### config.mk
export PLATFORM = sky130hd
export DESIGN_NAME = bus_error_capture_log
export DESIGN_NICKNAME = d
export VERILOG_FILES = /design/src/rtl/errlog_pkg.sv /design/src/rtl/errlog_capture.sv /design/src/rtl/errlog_settle.sv /design/src/rtl/bus_error_capture_log.sv
export SDC_FILE = /design/constraint.sdc
export NUM_CORES = 1
export LEC_CHECK = 0
export ABC_AREA = 1
export BUFFER_PORTS_ARGS = -buffer_cell sky130_fd_sc_hd__buf_2
export CORE_UTILIZATION = 40
export CTS_BUF_LIST = sky130_fd_sc_hd__clkbuf_4
export CTS_CLUSTER_DIAMETER = 80
export CTS_CLUSTER_SIZE = 8
export DETAILED_ROUTE_END_ITERATION = 7
export SYNTH_ARGS = -nofsm -noshare
export SYNTH_HDL_FRONTEND = slang
export SYNTH_SLANG_ARGS = --single-unit
### constraint.sdc
create_clock -name I_CLK -period 1.5 [get_ports I_CLK]
set_input_delay 0.375 -clock I_CLK [delete_from_list [all_inputs] [get_ports I_CLK]]
set_output_delay 0.375 -clock I_CLK [all_outputs]
set_load 0.1 [all_outputs]
### src/rtl/errlog_pkg.sv
// Constants for the bus error capture log block.
// Assumes one core clock and a synchronous active-low sticky reset.
// Functional notes
// RL1: Capture first recoverable bus error at response.
// RL2: Time-out error logs address, write, read only.
// RL3: Log valid only while its status bit set.
// RL4: Bits 76..70 hold origin, type, line flags.
// RL5: Bits 69..67 hold defer, sequencing, modified hit.
// RL6: Bits 66..63 hold hardfail, defer, nodata, retry.
// RL7: Length, byte enables, target ready, defer id.
// RL8: Address 43:3 in 40:0, not writable.
// RL9: Forwarded write address equals link packet address.
// RL10: Low address bits may be cleared for bursts.
// RL11: First fatal bus error captured, same layout.
// RL12: Synch error logs address, write, read only.
// RL13: Fatal log valid ten cycles after response.
// RL14: Capture first recoverable protocol or config error.
// RL15: Protocol log holds 64-bit header.
// RL16: Loaded log holds until status bit cleared.
// RL17: Reserved bits read zero, writes ignored.
// RL18: Reset to zero; later errors never overwrite.
package errlog_pkg;
   // ----------------------------------------
   // Register offsets (32-bit configuration words)
   // ----------------------------------------
   localparam logic [7:0] OFS_PROTO_LO = 8'h40;
   localparam logic [7:0] OFS_PROTO_HI = 8'h44;
   localparam logic [7:0] OFS_RECBUS_0 = 8'hcc;
   localparam logic [7:0] OFS_RECBUS_1 = 8'hd0;
   localparam logic [7:0] OFS_RECBUS_2 = 8'hd4;
   localparam logic [7:0] OFS_FATBUS_0 = 8'hdc;
   localparam logic [7:0] OFS_FATBUS_1 = 8'he0;
   localparam logic [7:0] OFS_FATBUS_2 = 8'he4;
   // ----------------------------------------
   // Bus log field layout
   // ----------------------------------------
   localparam int BUS_LOG_W = 96;
   localparam int PROTO_LOG_W = 64;
   localparam int CTL_W = 36;
   localparam int POS_INIT = 76;
   localparam int POS_WRITE = 75;
   localparam int POS_READ = 74;
   localparam int POS_SPECIAL = 73;
   localparam int POS_CLEAN_LINE_REPLACE = 72;
   localparam int POS_TRANSLATION_PURGE = 71;
   localparam int POS_LINE_INVALIDATE = 70;
   localparam int POS_DEFERRED = 69;
   localparam int POS_SEQUENCING = 68;
   localparam int POS_MOD_HIT = 67;
   localparam int POS_RSP_HARDFAIL = 66;
   localparam int POS_RSP_DEFER = 65;
   localparam int POS_RSP_NODATA = 64;
   localparam int POS_RSP_RETRY = 63;
   localparam int POS_LEN_LO = 60;
   localparam int POS_BE_LO = 52;
   localparam int POS_TARGET_READY_SIGNAL = 51;
   localparam int POS_DID_LO = 41;
   localparam int POS_ADDR_LO = 0;
   localparam int ADDR_W = 41;
   localparam logic [BUS_LOG_W-1:0] BUS_LOG_RESET = 96'h0;
   localparam logic [PROTO_LOG_W-1:0] PROTO_LOG_RESET = 64'h0;
   localparam logic [31:0] UNMAPPED_DATA = 32'h0;
   // Burst alignment: how many low address bits to clear (0..4)
   localparam int BURST_CLR_MAX = 4;
   // ----------------------------------------
   // Timing
   // ----------------------------------------
   localparam int CLK_PERIOD_NS = 10;
   localparam int FATAL_SETTLE_CYC = 10;
endpackage

### src/rtl/errlog_capture.sv
// One capture-once log register with a hold-until-released latch.
// Assumes load and release come from logic on the same clock.
module errlog_capture #(
   parameter int WIDTH = 96
) (
   input wire logic i_clk,
   input wire logic i_rst_n,
   input wire logic i_load,
   input wire logic [WIDTH-1:0] i_data,
   input wire logic i_release,
   output logic o_full,
   output logic [WIDTH-1:0] o_data
);
   logic full_reg;
   logic [WIDTH-1:0] data_reg;
   wire take = i_load && !full_reg;
   // Release wins over a load while held: the log is released with its data kept, and that error is not taken
   always_ff @(posedge i_clk) begin
      if (!i_rst_n) begin
         full_reg <= 1'b0;
         data_reg <= '0;
      end else begin
         if (take) begin // see RL18
            data_reg <= i_data;
            full_reg <= 1'b1;
         end else if (i_release) begin // see RL16
            full_reg <= 1'b0;
         end
      end
   end
   assign o_full = full_reg;
   assign o_data = data_reg;
endmodule

### src/rtl/errlog_settle.sv
// Down-counter that marks a log valid a fixed number of cycles after capture.
// Assumes the start pulse is one cycle wide and on the same clock.
module errlog_settle #(
   parameter int CYCLES = 10
) (
   input wire logic i_clk,
   input wire logic i_rst_n,
   input wire logic i_start,
   input wire logic i_held,
   output logic o_ready
);
   localparam int CW = $clog2(CYCLES + 1);
   logic [CW-1:0] cnt_reg;
   logic [CW-1:0] cnt_next;
   initial begin
      if (CYCLES < 1) $error("settle count must be at least one");
   end
   assign cnt_next = i_start ? CW'(CYCLES) : (cnt_reg != '0 ? cnt_reg - 1'b1 : cnt_reg);
   always_ff @(posedge i_clk) begin
      if (!i_rst_n) begin
         cnt_reg <= '0;
      end else begin
         cnt_reg <= cnt_next;
      end
   end
   // Ready only once the count ran out and the log is still held
   assign o_ready = i_held && cnt_reg == '0 && !i_start; // see RL13
endmodule

### src/rtl/bus_error_capture_log.sv
// Error-capture logs for bus and node-link errors, read over config space.
// Assumes snoop inputs are sampled on the core clock in the response phase
// and that the first-error status logic issues one-cycle release pulses.
module bus_error_capture_log
   import errlog_pkg::*;
#(
   parameter int SETTLE_CYCLES = errlog_pkg::FATAL_SETTLE_CYC,
   parameter int BURST_CLR = 0
) (
   input wire logic I_CLK,
   input wire logic I_RST_N,
   // Response-phase snoop of the processor bus
   input wire logic I_RSP_VALID,
   input wire logic I_ERR_REC,
   input wire logic I_ERR_FATAL,
   input wire logic I_ERR_LPC_TIMEOUT,
   input wire logic I_ERR_LPC_SYNCH,
   input wire logic I_INITIATED,
   input wire logic I_WRITE,
   input wire logic I_READ,
   input wire logic I_SPECIAL,
   input wire logic I_CLEAN_LINE_REPLACE,
   input wire logic I_TRANSLATION_PURGE,
   input wire logic I_LINE_INVALIDATE,
   input wire logic I_DEFERRED,
   input wire logic I_SEQUENCING_SIGNAL,
   input wire logic I_MODIFIED_LINE_SNOOP_HIT,
   input wire logic I_RSP_HARDFAIL,
   input wire logic I_RSP_DEFER,
   input wire logic I_RSP_NODATA,
   input wire logic I_RSP_RETRY,
   input wire logic [2:0] I_DATA_LENGTH,
   input wire logic [7:0] I_BYTE_ENABLES,
   input wire logic I_TARGET_READY_SIGNAL,
   input wire logic [9:0] I_DEFERRED_TRANSACTION_ID,
   input wire logic [43:3] I_ADDR,
   input wire logic I_FWD_LINK_WRITE,
   input wire logic [43:3] I_LINK_PKT_ADDR,
   // Node-link protocol layer and configuration access errors
   input wire logic I_PROTO_ERR,
   input wire logic [63:0] I_PROTO_HEADER,
   // Releases from the first-error status register
   input wire logic I_REC_BUS_CLR,
   input wire logic I_FAT_BUS_CLR,
   input wire logic I_PROTO_CLR,
   // Configuration read port
   input wire logic I_CFG_RD,
   input wire logic [7:0] I_CFG_ADDR,
   output logic [31:0] O_CFG_RDATA,
   output logic O_REC_BUS_VALID,
   output logic O_FAT_BUS_VALID,
   output logic O_PROTO_VALID
);
   import errlog_pkg::*;

   // ----------------------------------------
   // Elaboration checks
   // ----------------------------------------
   initial begin
      if (BURST_CLR < 0 || BURST_CLR > BURST_CLR_MAX) $error("BURST_CLR out of range");
      if (SETTLE_CYCLES < 1 || SETTLE_CYCLES > 254) $error("SETTLE_CYCLES out of range");
   end

   // ----------------------------------------
   // Captured word assembly
   // ----------------------------------------
   logic [ADDR_W-1:0] addr_src;
   logic [ADDR_W-1:0] addr_mask;
   logic [ADDR_W-1:0] addr_log;
   logic [CTL_W-1:0] ctl_full;
   logic [BUS_LOG_W-1:0] word_full;
   logic [BUS_LOG_W-1:0] word_narrow;
   logic [BUS_LOG_W-1:0] rec_word;
   logic [BUS_LOG_W-1:0] fat_word;

   // Forwarded writes log the address of the outgoing link packet
   assign addr_src = I_FWD_LINK_WRITE ? I_LINK_PKT_ADDR : I_ADDR; // see RL9
   // Clearing low bits keeps the logged address burst aligned
   assign addr_mask = ~((ADDR_W'(1) << BURST_CLR) - ADDR_W'(1)); // see RL10
   assign addr_log = addr_src & addr_mask; // see RL8

   assign ctl_full = {
      I_INITIATED, I_WRITE, I_READ, I_SPECIAL,
      I_CLEAN_LINE_REPLACE, I_TRANSLATION_PURGE, I_LINE_INVALIDATE, // see RL4
      I_DEFERRED, I_SEQUENCING_SIGNAL, I_MODIFIED_LINE_SNOOP_HIT, // see RL5
      I_RSP_HARDFAIL, I_RSP_DEFER, I_RSP_NODATA, I_RSP_RETRY, // see RL6
      I_DATA_LENGTH, I_BYTE_ENABLES, I_TARGET_READY_SIGNAL, // see RL7
      I_DEFERRED_TRANSACTION_ID};

   // Reserved 95:77 stay zero in every captured word
   assign word_full = {19'h0, ctl_full, addr_log}; // see RL17

   // Only address, write and read for the LPC error kinds
   always_comb begin
      word_narrow = BUS_LOG_RESET;
      word_narrow[POS_WRITE] = I_WRITE;
      word_narrow[POS_READ] = I_READ;
      word_narrow[POS_ADDR_LO +: ADDR_W] = addr_log;
   end

   assign rec_word = I_ERR_LPC_TIMEOUT ? word_narrow : word_full; // see RL2
   assign fat_word = I_ERR_LPC_SYNCH ? word_narrow : word_full; // see RL12

   // ----------------------------------------
   // Capture registers
   // ----------------------------------------
   wire rec_load = I_RSP_VALID && I_ERR_REC;
   wire fat_load = I_RSP_VALID && I_ERR_FATAL;
   logic rec_full;
   logic fat_full;
   logic proto_full;
   logic fat_started;
   logic fat_ready;
   logic [BUS_LOG_W-1:0] rec_log;
   logic [BUS_LOG_W-1:0] fat_log;
   logic [PROTO_LOG_W-1:0] proto_log;

   errlog_capture #(.WIDTH(BUS_LOG_W)) u_rec_bus (
      .i_clk(I_CLK),
      .i_rst_n(I_RST_N),
      .i_load(rec_load), // see RL1
      .i_data(rec_word),
      .i_release(I_REC_BUS_CLR),
      .o_full(rec_full),
      .o_data(rec_log)
   );

   errlog_capture #(.WIDTH(BUS_LOG_W)) u_fat_bus (
      .i_clk(I_CLK),
      .i_rst_n(I_RST_N),
      .i_load(fat_load), // see RL11
      .i_data(fat_word),
      .i_release(I_FAT_BUS_CLR),
      .o_full(fat_full),
      .o_data(fat_log)
   );

   errlog_capture #(.WIDTH(PROTO_LOG_W)) u_proto (
      .i_clk(I_CLK),
      .i_rst_n(I_RST_N),
      .i_load(I_PROTO_ERR), // see RL14
      .i_data(I_PROTO_HEADER), // see RL15
      .i_release(I_PROTO_CLR),
      .o_full(proto_full),
      .o_data(proto_log)
   );

   // ----------------------------------------
   // Fatal log settling
   // ----------------------------------------
   assign fat_started = fat_load && !fat_full;

   errlog_settle #(.CYCLES(SETTLE_CYCLES)) u_settle (
      .i_clk(I_CLK),
      .i_rst_n(I_RST_N),
      .i_start(fat_started),
      .i_held(fat_full),
      .o_ready(fat_ready)
   );

   // ----------------------------------------
   // Validity and read port
   // ----------------------------------------
   assign O_REC_BUS_VALID = rec_full; // see RL3
   assign O_FAT_BUS_VALID = fat_ready; // see RL13
   assign O_PROTO_VALID = proto_full; // see RL3

   logic [31:0] rdata_next;
   logic [31:0] rdata_reg;

   // No write path: every field is read-only here, so writes cannot disturb logs
   always_comb begin
      case (I_CFG_ADDR)
         OFS_PROTO_LO: rdata_next = proto_log[31:0];
         OFS_PROTO_HI: rdata_next = proto_log[63:32];
         OFS_RECBUS_0: rdata_next = rec_log[31:0];
         OFS_RECBUS_1: rdata_next = rec_log[63:32];
         OFS_RECBUS_2: rdata_next = rec_log[95:64];
         OFS_FATBUS_0: rdata_next = fat_log[31:0];
         OFS_FATBUS_1: rdata_next = fat_log[63:32];
         OFS_FATBUS_2: rdata_next = fat_log[95:64];
         default: rdata_next = UNMAPPED_DATA;
      endcase
   end

   always_ff @(posedge I_CLK) begin
      if (!I_RST_N) begin
         rdata_reg <= 32'h0;
      end else if (I_CFG_RD) begin
         rdata_reg <= rdata_next;
      end
   end
   assign O_CFG_RDATA = rdata_reg;

   // ----------------------------------------
   // Checks
   // ----------------------------------------
   // ----------------------------------------
   // Check helpers
   // ----------------------------------------
   // Age of the held fatal log; a counter keeps the settle checks cheap to unroll
   logic [7:0] fat_age_reg;
   logic [7:0] fat_age_next;

   assign fat_age_next = (fat_age_reg == 8'hff) ? fat_age_reg : fat_age_reg + 8'h1;

   always_ff @(posedge I_CLK) begin
      if (!I_RST_N || !fat_full) begin
         fat_age_reg <= 8'h0;
      end else begin
         fat_age_reg <= fat_age_next;
      end
   end
endmodule

# Word-level counts from Yosys, hierarchy flattened
# Cells that the tools add are included.
# W data, S select, Z words.
# op_classes
add_sub_neg	1
eq_ne	8
muxes	12
bitwise_logic	1
n_reduce_logical	18
# ops
cell	n
$pmux W32 S8	1
$mux W77	2
$eq A8 B8 Y1 const B	6
$mux W41	1
$eq A8 B7 Y1 const B	2
$mux W4	2
$reduce_bool A2 Y1	4
$logic_and A1 B1 Y1	7
$mux W1	6
$logic_not A1 Y1	4
$logic_not A4 Y1	1
$reduce_bool A4 Y1	1
$sub A4 B1 Y4 const B	1
$reduce_or A2 Y1	1
$not A1 Y1	1
# totals
regBits	295
in_bits	203
out_inout_bits	35
elab_cells	49

# Longest topological paths before layout
# logic_depth
ltp_word	4
depth_mapped	11
ltp_nobuf	9

# Modules after synthesis
# Synthesis repeated with hierarchy kept, for this count alone.
# hier_totals
cells_unflattened	2549
hier_area_um2	15849.0
# modules_own_cells
mod	n_inst	cells_each	area_each_um2	seq_area_each_um2
errlog_capture (u_fat_bus ...)	2	626	4111.4	1941.9
bus_error_capture_log	1	856	4548.1	640.6
errlog_capture (u_proto)	1	419	2900.3	1301.2
errlog_settle	1	22	177.7	80.1

# Worst setup path after synthesis
# OpenSTA, ideal clock, no wires.
# synth_timing
path_kind	flip-flop to output port
startpoint	register u_settle.cnt_reg[1]
endpoint	output port O_FAT_BUS_VALID
arrival_time_ps	2630
required_time_ps	1125
path_slack_ps	-1505
path_stages_with_launch	6
path_cell_list	dfxtp_1 nor2_1 inv_1 nor2_1 inv_1 nor3_1
# synth_via
elab_chain_cells	3
# synth_rtl
item	line	text
start, declared	errlog_settle.sv:13	logic [CW-1:0] cnt_reg;
start signal, assigned	errlog_settle.sv:23	cnt_reg <= cnt_next;
$logic_not A4 Y1	errlog_settle.sv:27	assign o_ready = i_held && cnt_reg == '0 && !i_start;
$logic_and A1 B1 Y1 (2 in a row)	errlog_settle.sv:27	
end, declared	bus_error_capture_log.sv:51	output logic O_FAT_BUS_VALID,
# Every way passes these cells.

# Worst setup path after layout
# Ends and elaborated chain as after synthesis.

==> impl_metrics.ini <==
[status]
status = complete, but fails checks
violations = setup timing

[floorplanning]
die_h_um = 172
ios = 238
initial_utilization_pct = 41.2
core_region_area_um2 = 28100
rows = 61
die_x_um = 172
die_area_um2 = 29600

[setup_path]
start_kind = flip-flop
required_ns = 1.12
critPathKind = reg2out
path_delay_family = simple AND/OR/NAND/NOR gates
cp_slowest_cell = dfxtp_2
cp_num_buf_inv = 3
critPathCaptureType = output pin
max_stage_delay_ns = 0.33
path_cells = nor2_2 > inv_1 > nor2_1 > inv_2 > nor3_4 > buf_12
critPathMaxFanout = 4
critPathArrivalTime_ns = 1.66
r2r_slack_ns = 0.16

[pwr]
p_seq_share_pct = 55.8
switching_power_mw = 3.77
swShare_pct = 28.7
ir_drop_mv = 0.456
p_clk_share_pct = 28.6
power_density_nw_per_um2 = 842
p_leak_nw = 6.78
internal_power_mw = 9.38
p_comb_share_pct = 15.6

[sta]
tns_ns = -2.37
finClkSkew_ns = 0.0324
fin_crit_sh_pct = 135
max-slew-margin-rel_pct = 69.8
finalSetupViolCount = 35
layout_min_cycle_time_ns = 2.03
tightest_slew_ns = 0.453
final_max_slew_viol_count = 0
fmax_mhz = 492
rsz0062_at_grt = true
fin_ws_ns = -0.532
hold_ws_ns = 0.0440
hold_violations = 0

[synth]
muxShareOfSynthArea_pct = 3.99
ys_types = 22
yosys_warnings = 0
synth_xor_xnor_area_share_pct = 0
syn_nets = 1849
synth-seq-cells = 257
netlist_area_um2 = 11600
syn_inst = 1646
synth.avg_cell_area_um2 = 7.03
synth_top_family_by_area = simple AND/OR/NAND/NOR gates
synth-adder-area-share_pct = 0
synth_compound_area_share_pct = 11.4
yosysSeqAreaShare_pct = 44.5
yosys.area_share.simple_pct = 33.0

[hold_path]
hold_path_class = in2reg

[clock_network]
clock_path_buffers = 3
clock-sinks = 257
cts_tree = built
htree_levels = 2
numCtsBuffers = 38
worstSkewPairLatency_ns = 0.64
clk_pin_slew_worst_paths_ns = 0.10
cts_root_buf = clkbuf_4

[placement]
port_buffers = 237
dpl.hpwl_um = 26700
place_congestion = 0.856
dp_slack_ns = -0.313

[global_route]
overflow = 0
grtUsageMet1_pct = 36.2
grt_start_max_net_pins = 89
met2_usage_pct = 44.3
antenna_found_initial = 1
grt_busiest_layer = met2
grt_first_pass_wirelength_um = 62700
grt_pass1_vias = 11600
met3_usage_pct = 4.21
grtUsageTotal_pct = 27.3

[route]
final_antenna_net_count = 0
viasPerCell = 5.22
drt_iter0_drc = 1091
wire_per_inst_um = 17.1
first_pass_iters = 5
route.detailed.drc = 0
vias = 12300
wirelength_um = 40300

[final_layout]
n_fill_cell = 2702
drive_above_1_share_pct = 23.5
nets = 2168
syn2layout_area_growth_pct = 34.9

[run]
drv_cap = 0
## metrics by stage
| stage | total power [mW] | util, % | instance area, um2 | instances |
|---|---|---|---|---|
| 2_1_floorplan | 8.45 | - | 11600 | 1646 |
| 3_3_place_gp | 9.30 | 49.4 | 13900 | 2194 |
| 3_5_place_dp | 9.31 | 49.4 | 13900 | 2194 |
| 4_1_cts | 13.2 | 55.3 | 15500 | 2344 |
| 5_1_grt | 13.7 | 55.5 | 15600 | 2350 |
| 6_report | 13.1 | 55.5 | 15600 | 2350 |
## power groups by stage
stage          registers (mW)  clock network [mW]  logic [mW]
2_1_floorplan            7.48                   0       0.977
3_3_place_gp             7.51                   0        1.79
3_5_place_dp             7.51                   0        1.80
4_1_cts                  7.33                3.86        2.03
5_1_grt                  7.37                4.13        2.23
6_report                 7.33                3.76        2.05
## final timing paths
check / startpoint / endpoint / depth (start not counted)
max: u_settle.cnt_reg[1] / O_FAT_BUS_VALID / 6
min: I_SEQUENCING_SIGNAL / u_fat_bus.o_data[68] / 3
max reg2reg: u_proto.o_full / u_proto.o_data[14] / 6
min reg2reg: u_settle.cnt_reg[0] / u_settle.cnt_reg[0] / 1
## area by class of cell
class / count / area [um2] / share of cell area (%)
multi-input combinational: 1201 / 5640 / 36.2
tap: 378 / 473 / 3.03
clock buffer: 44 / 330 / 2.12
antenna: 2 / 5.00 / 0.0321
clock inverter: 1 / 8.76 / 0.0561
inverter: 56 / 213 / 1.36
sequential: 257 / 5240 / 33.6
timing repair buffer: 411 / 3690 / 23.6
## cells in the mapped netlist, drive strengths merged
| library cell | instances | share of area [%] |
|---|---|---|
| mux2 | 41 | 4.0 |
| clkinv | 1 | 0.032 |
| nand2 | 399 | 13 |
| clkbuf | 71 | 2.3 |
| a21oi | 153 | 6.8 |
| o21ai | 105 | 4.5 |
| buf | 61 | 3.0 |
| inv | 55 | 1.8 |
| nor3 | 2 | 0.087 |
| nand3 | 303 | 13 |
| a211oi | 1 | 0.065 |
| dfxtp | 257 | 44 |
| nor2 | 197 | 6.8 |
## kinds of logic after synthesis
group	count (synthesis)
buffers and inverters	188
AOI/OAI and AO/OA	259
DFF	257
muxes	41
and+or+nand+nor	901
## tightest hold or removal path, stage by stage
cell,delay [ns]
buf_2,0.14
nand3_1,0.08
nand2_1,0.04
## cell usage in the layout, fill, tap and decap left out, types with 2 or more instances in the layout
master	Yosys	layout
nand2_1	396	396
nand3_1	303	302
dfxtp_1	257	221
buf_2	39	201
nor2_1	190	186
a21oi_1	147	147
dlygate4sd3_1	0	101
o21ai_0	95	95
buf_12	0	68
inv_1	50	47
clkbuf_4	0	44
mux2_2	41	41
buf_4	11	41
dfxtp_4	0	20
dfxtp_2	0	16
o21ai_1	10	10
nor2_4	5	9
inv_2	5	7
a21oi_2	6	6
nand2_2	3	3
diode_2	0	2
nor2_2	2	2
## layer usage
metal | part of all wire, % | up-vias | wire length (um)
li1 | - | 6058 | -
met1 | 44 | 5630 | 17600
met2 | 46 | 489 | 18600
met3 | 6.8 | 93 | 2760
met4 | 3.4 | 0 | 1390
met5 | 0 | - | 0
## timing repair
| action | in CTS | in global routing |
|---|---|---|
| endpoints found under the hold margin | 128 | 0 |
| resized for setup | 105 | 10 |
| setup endpoints to repair | 35 | 47 |
| hold buffers | 101 | 0 |
| pin swaps | 0 | 0 |
| setup buffers | 4 | 4 |
Power figures use the tool's default switching activity.
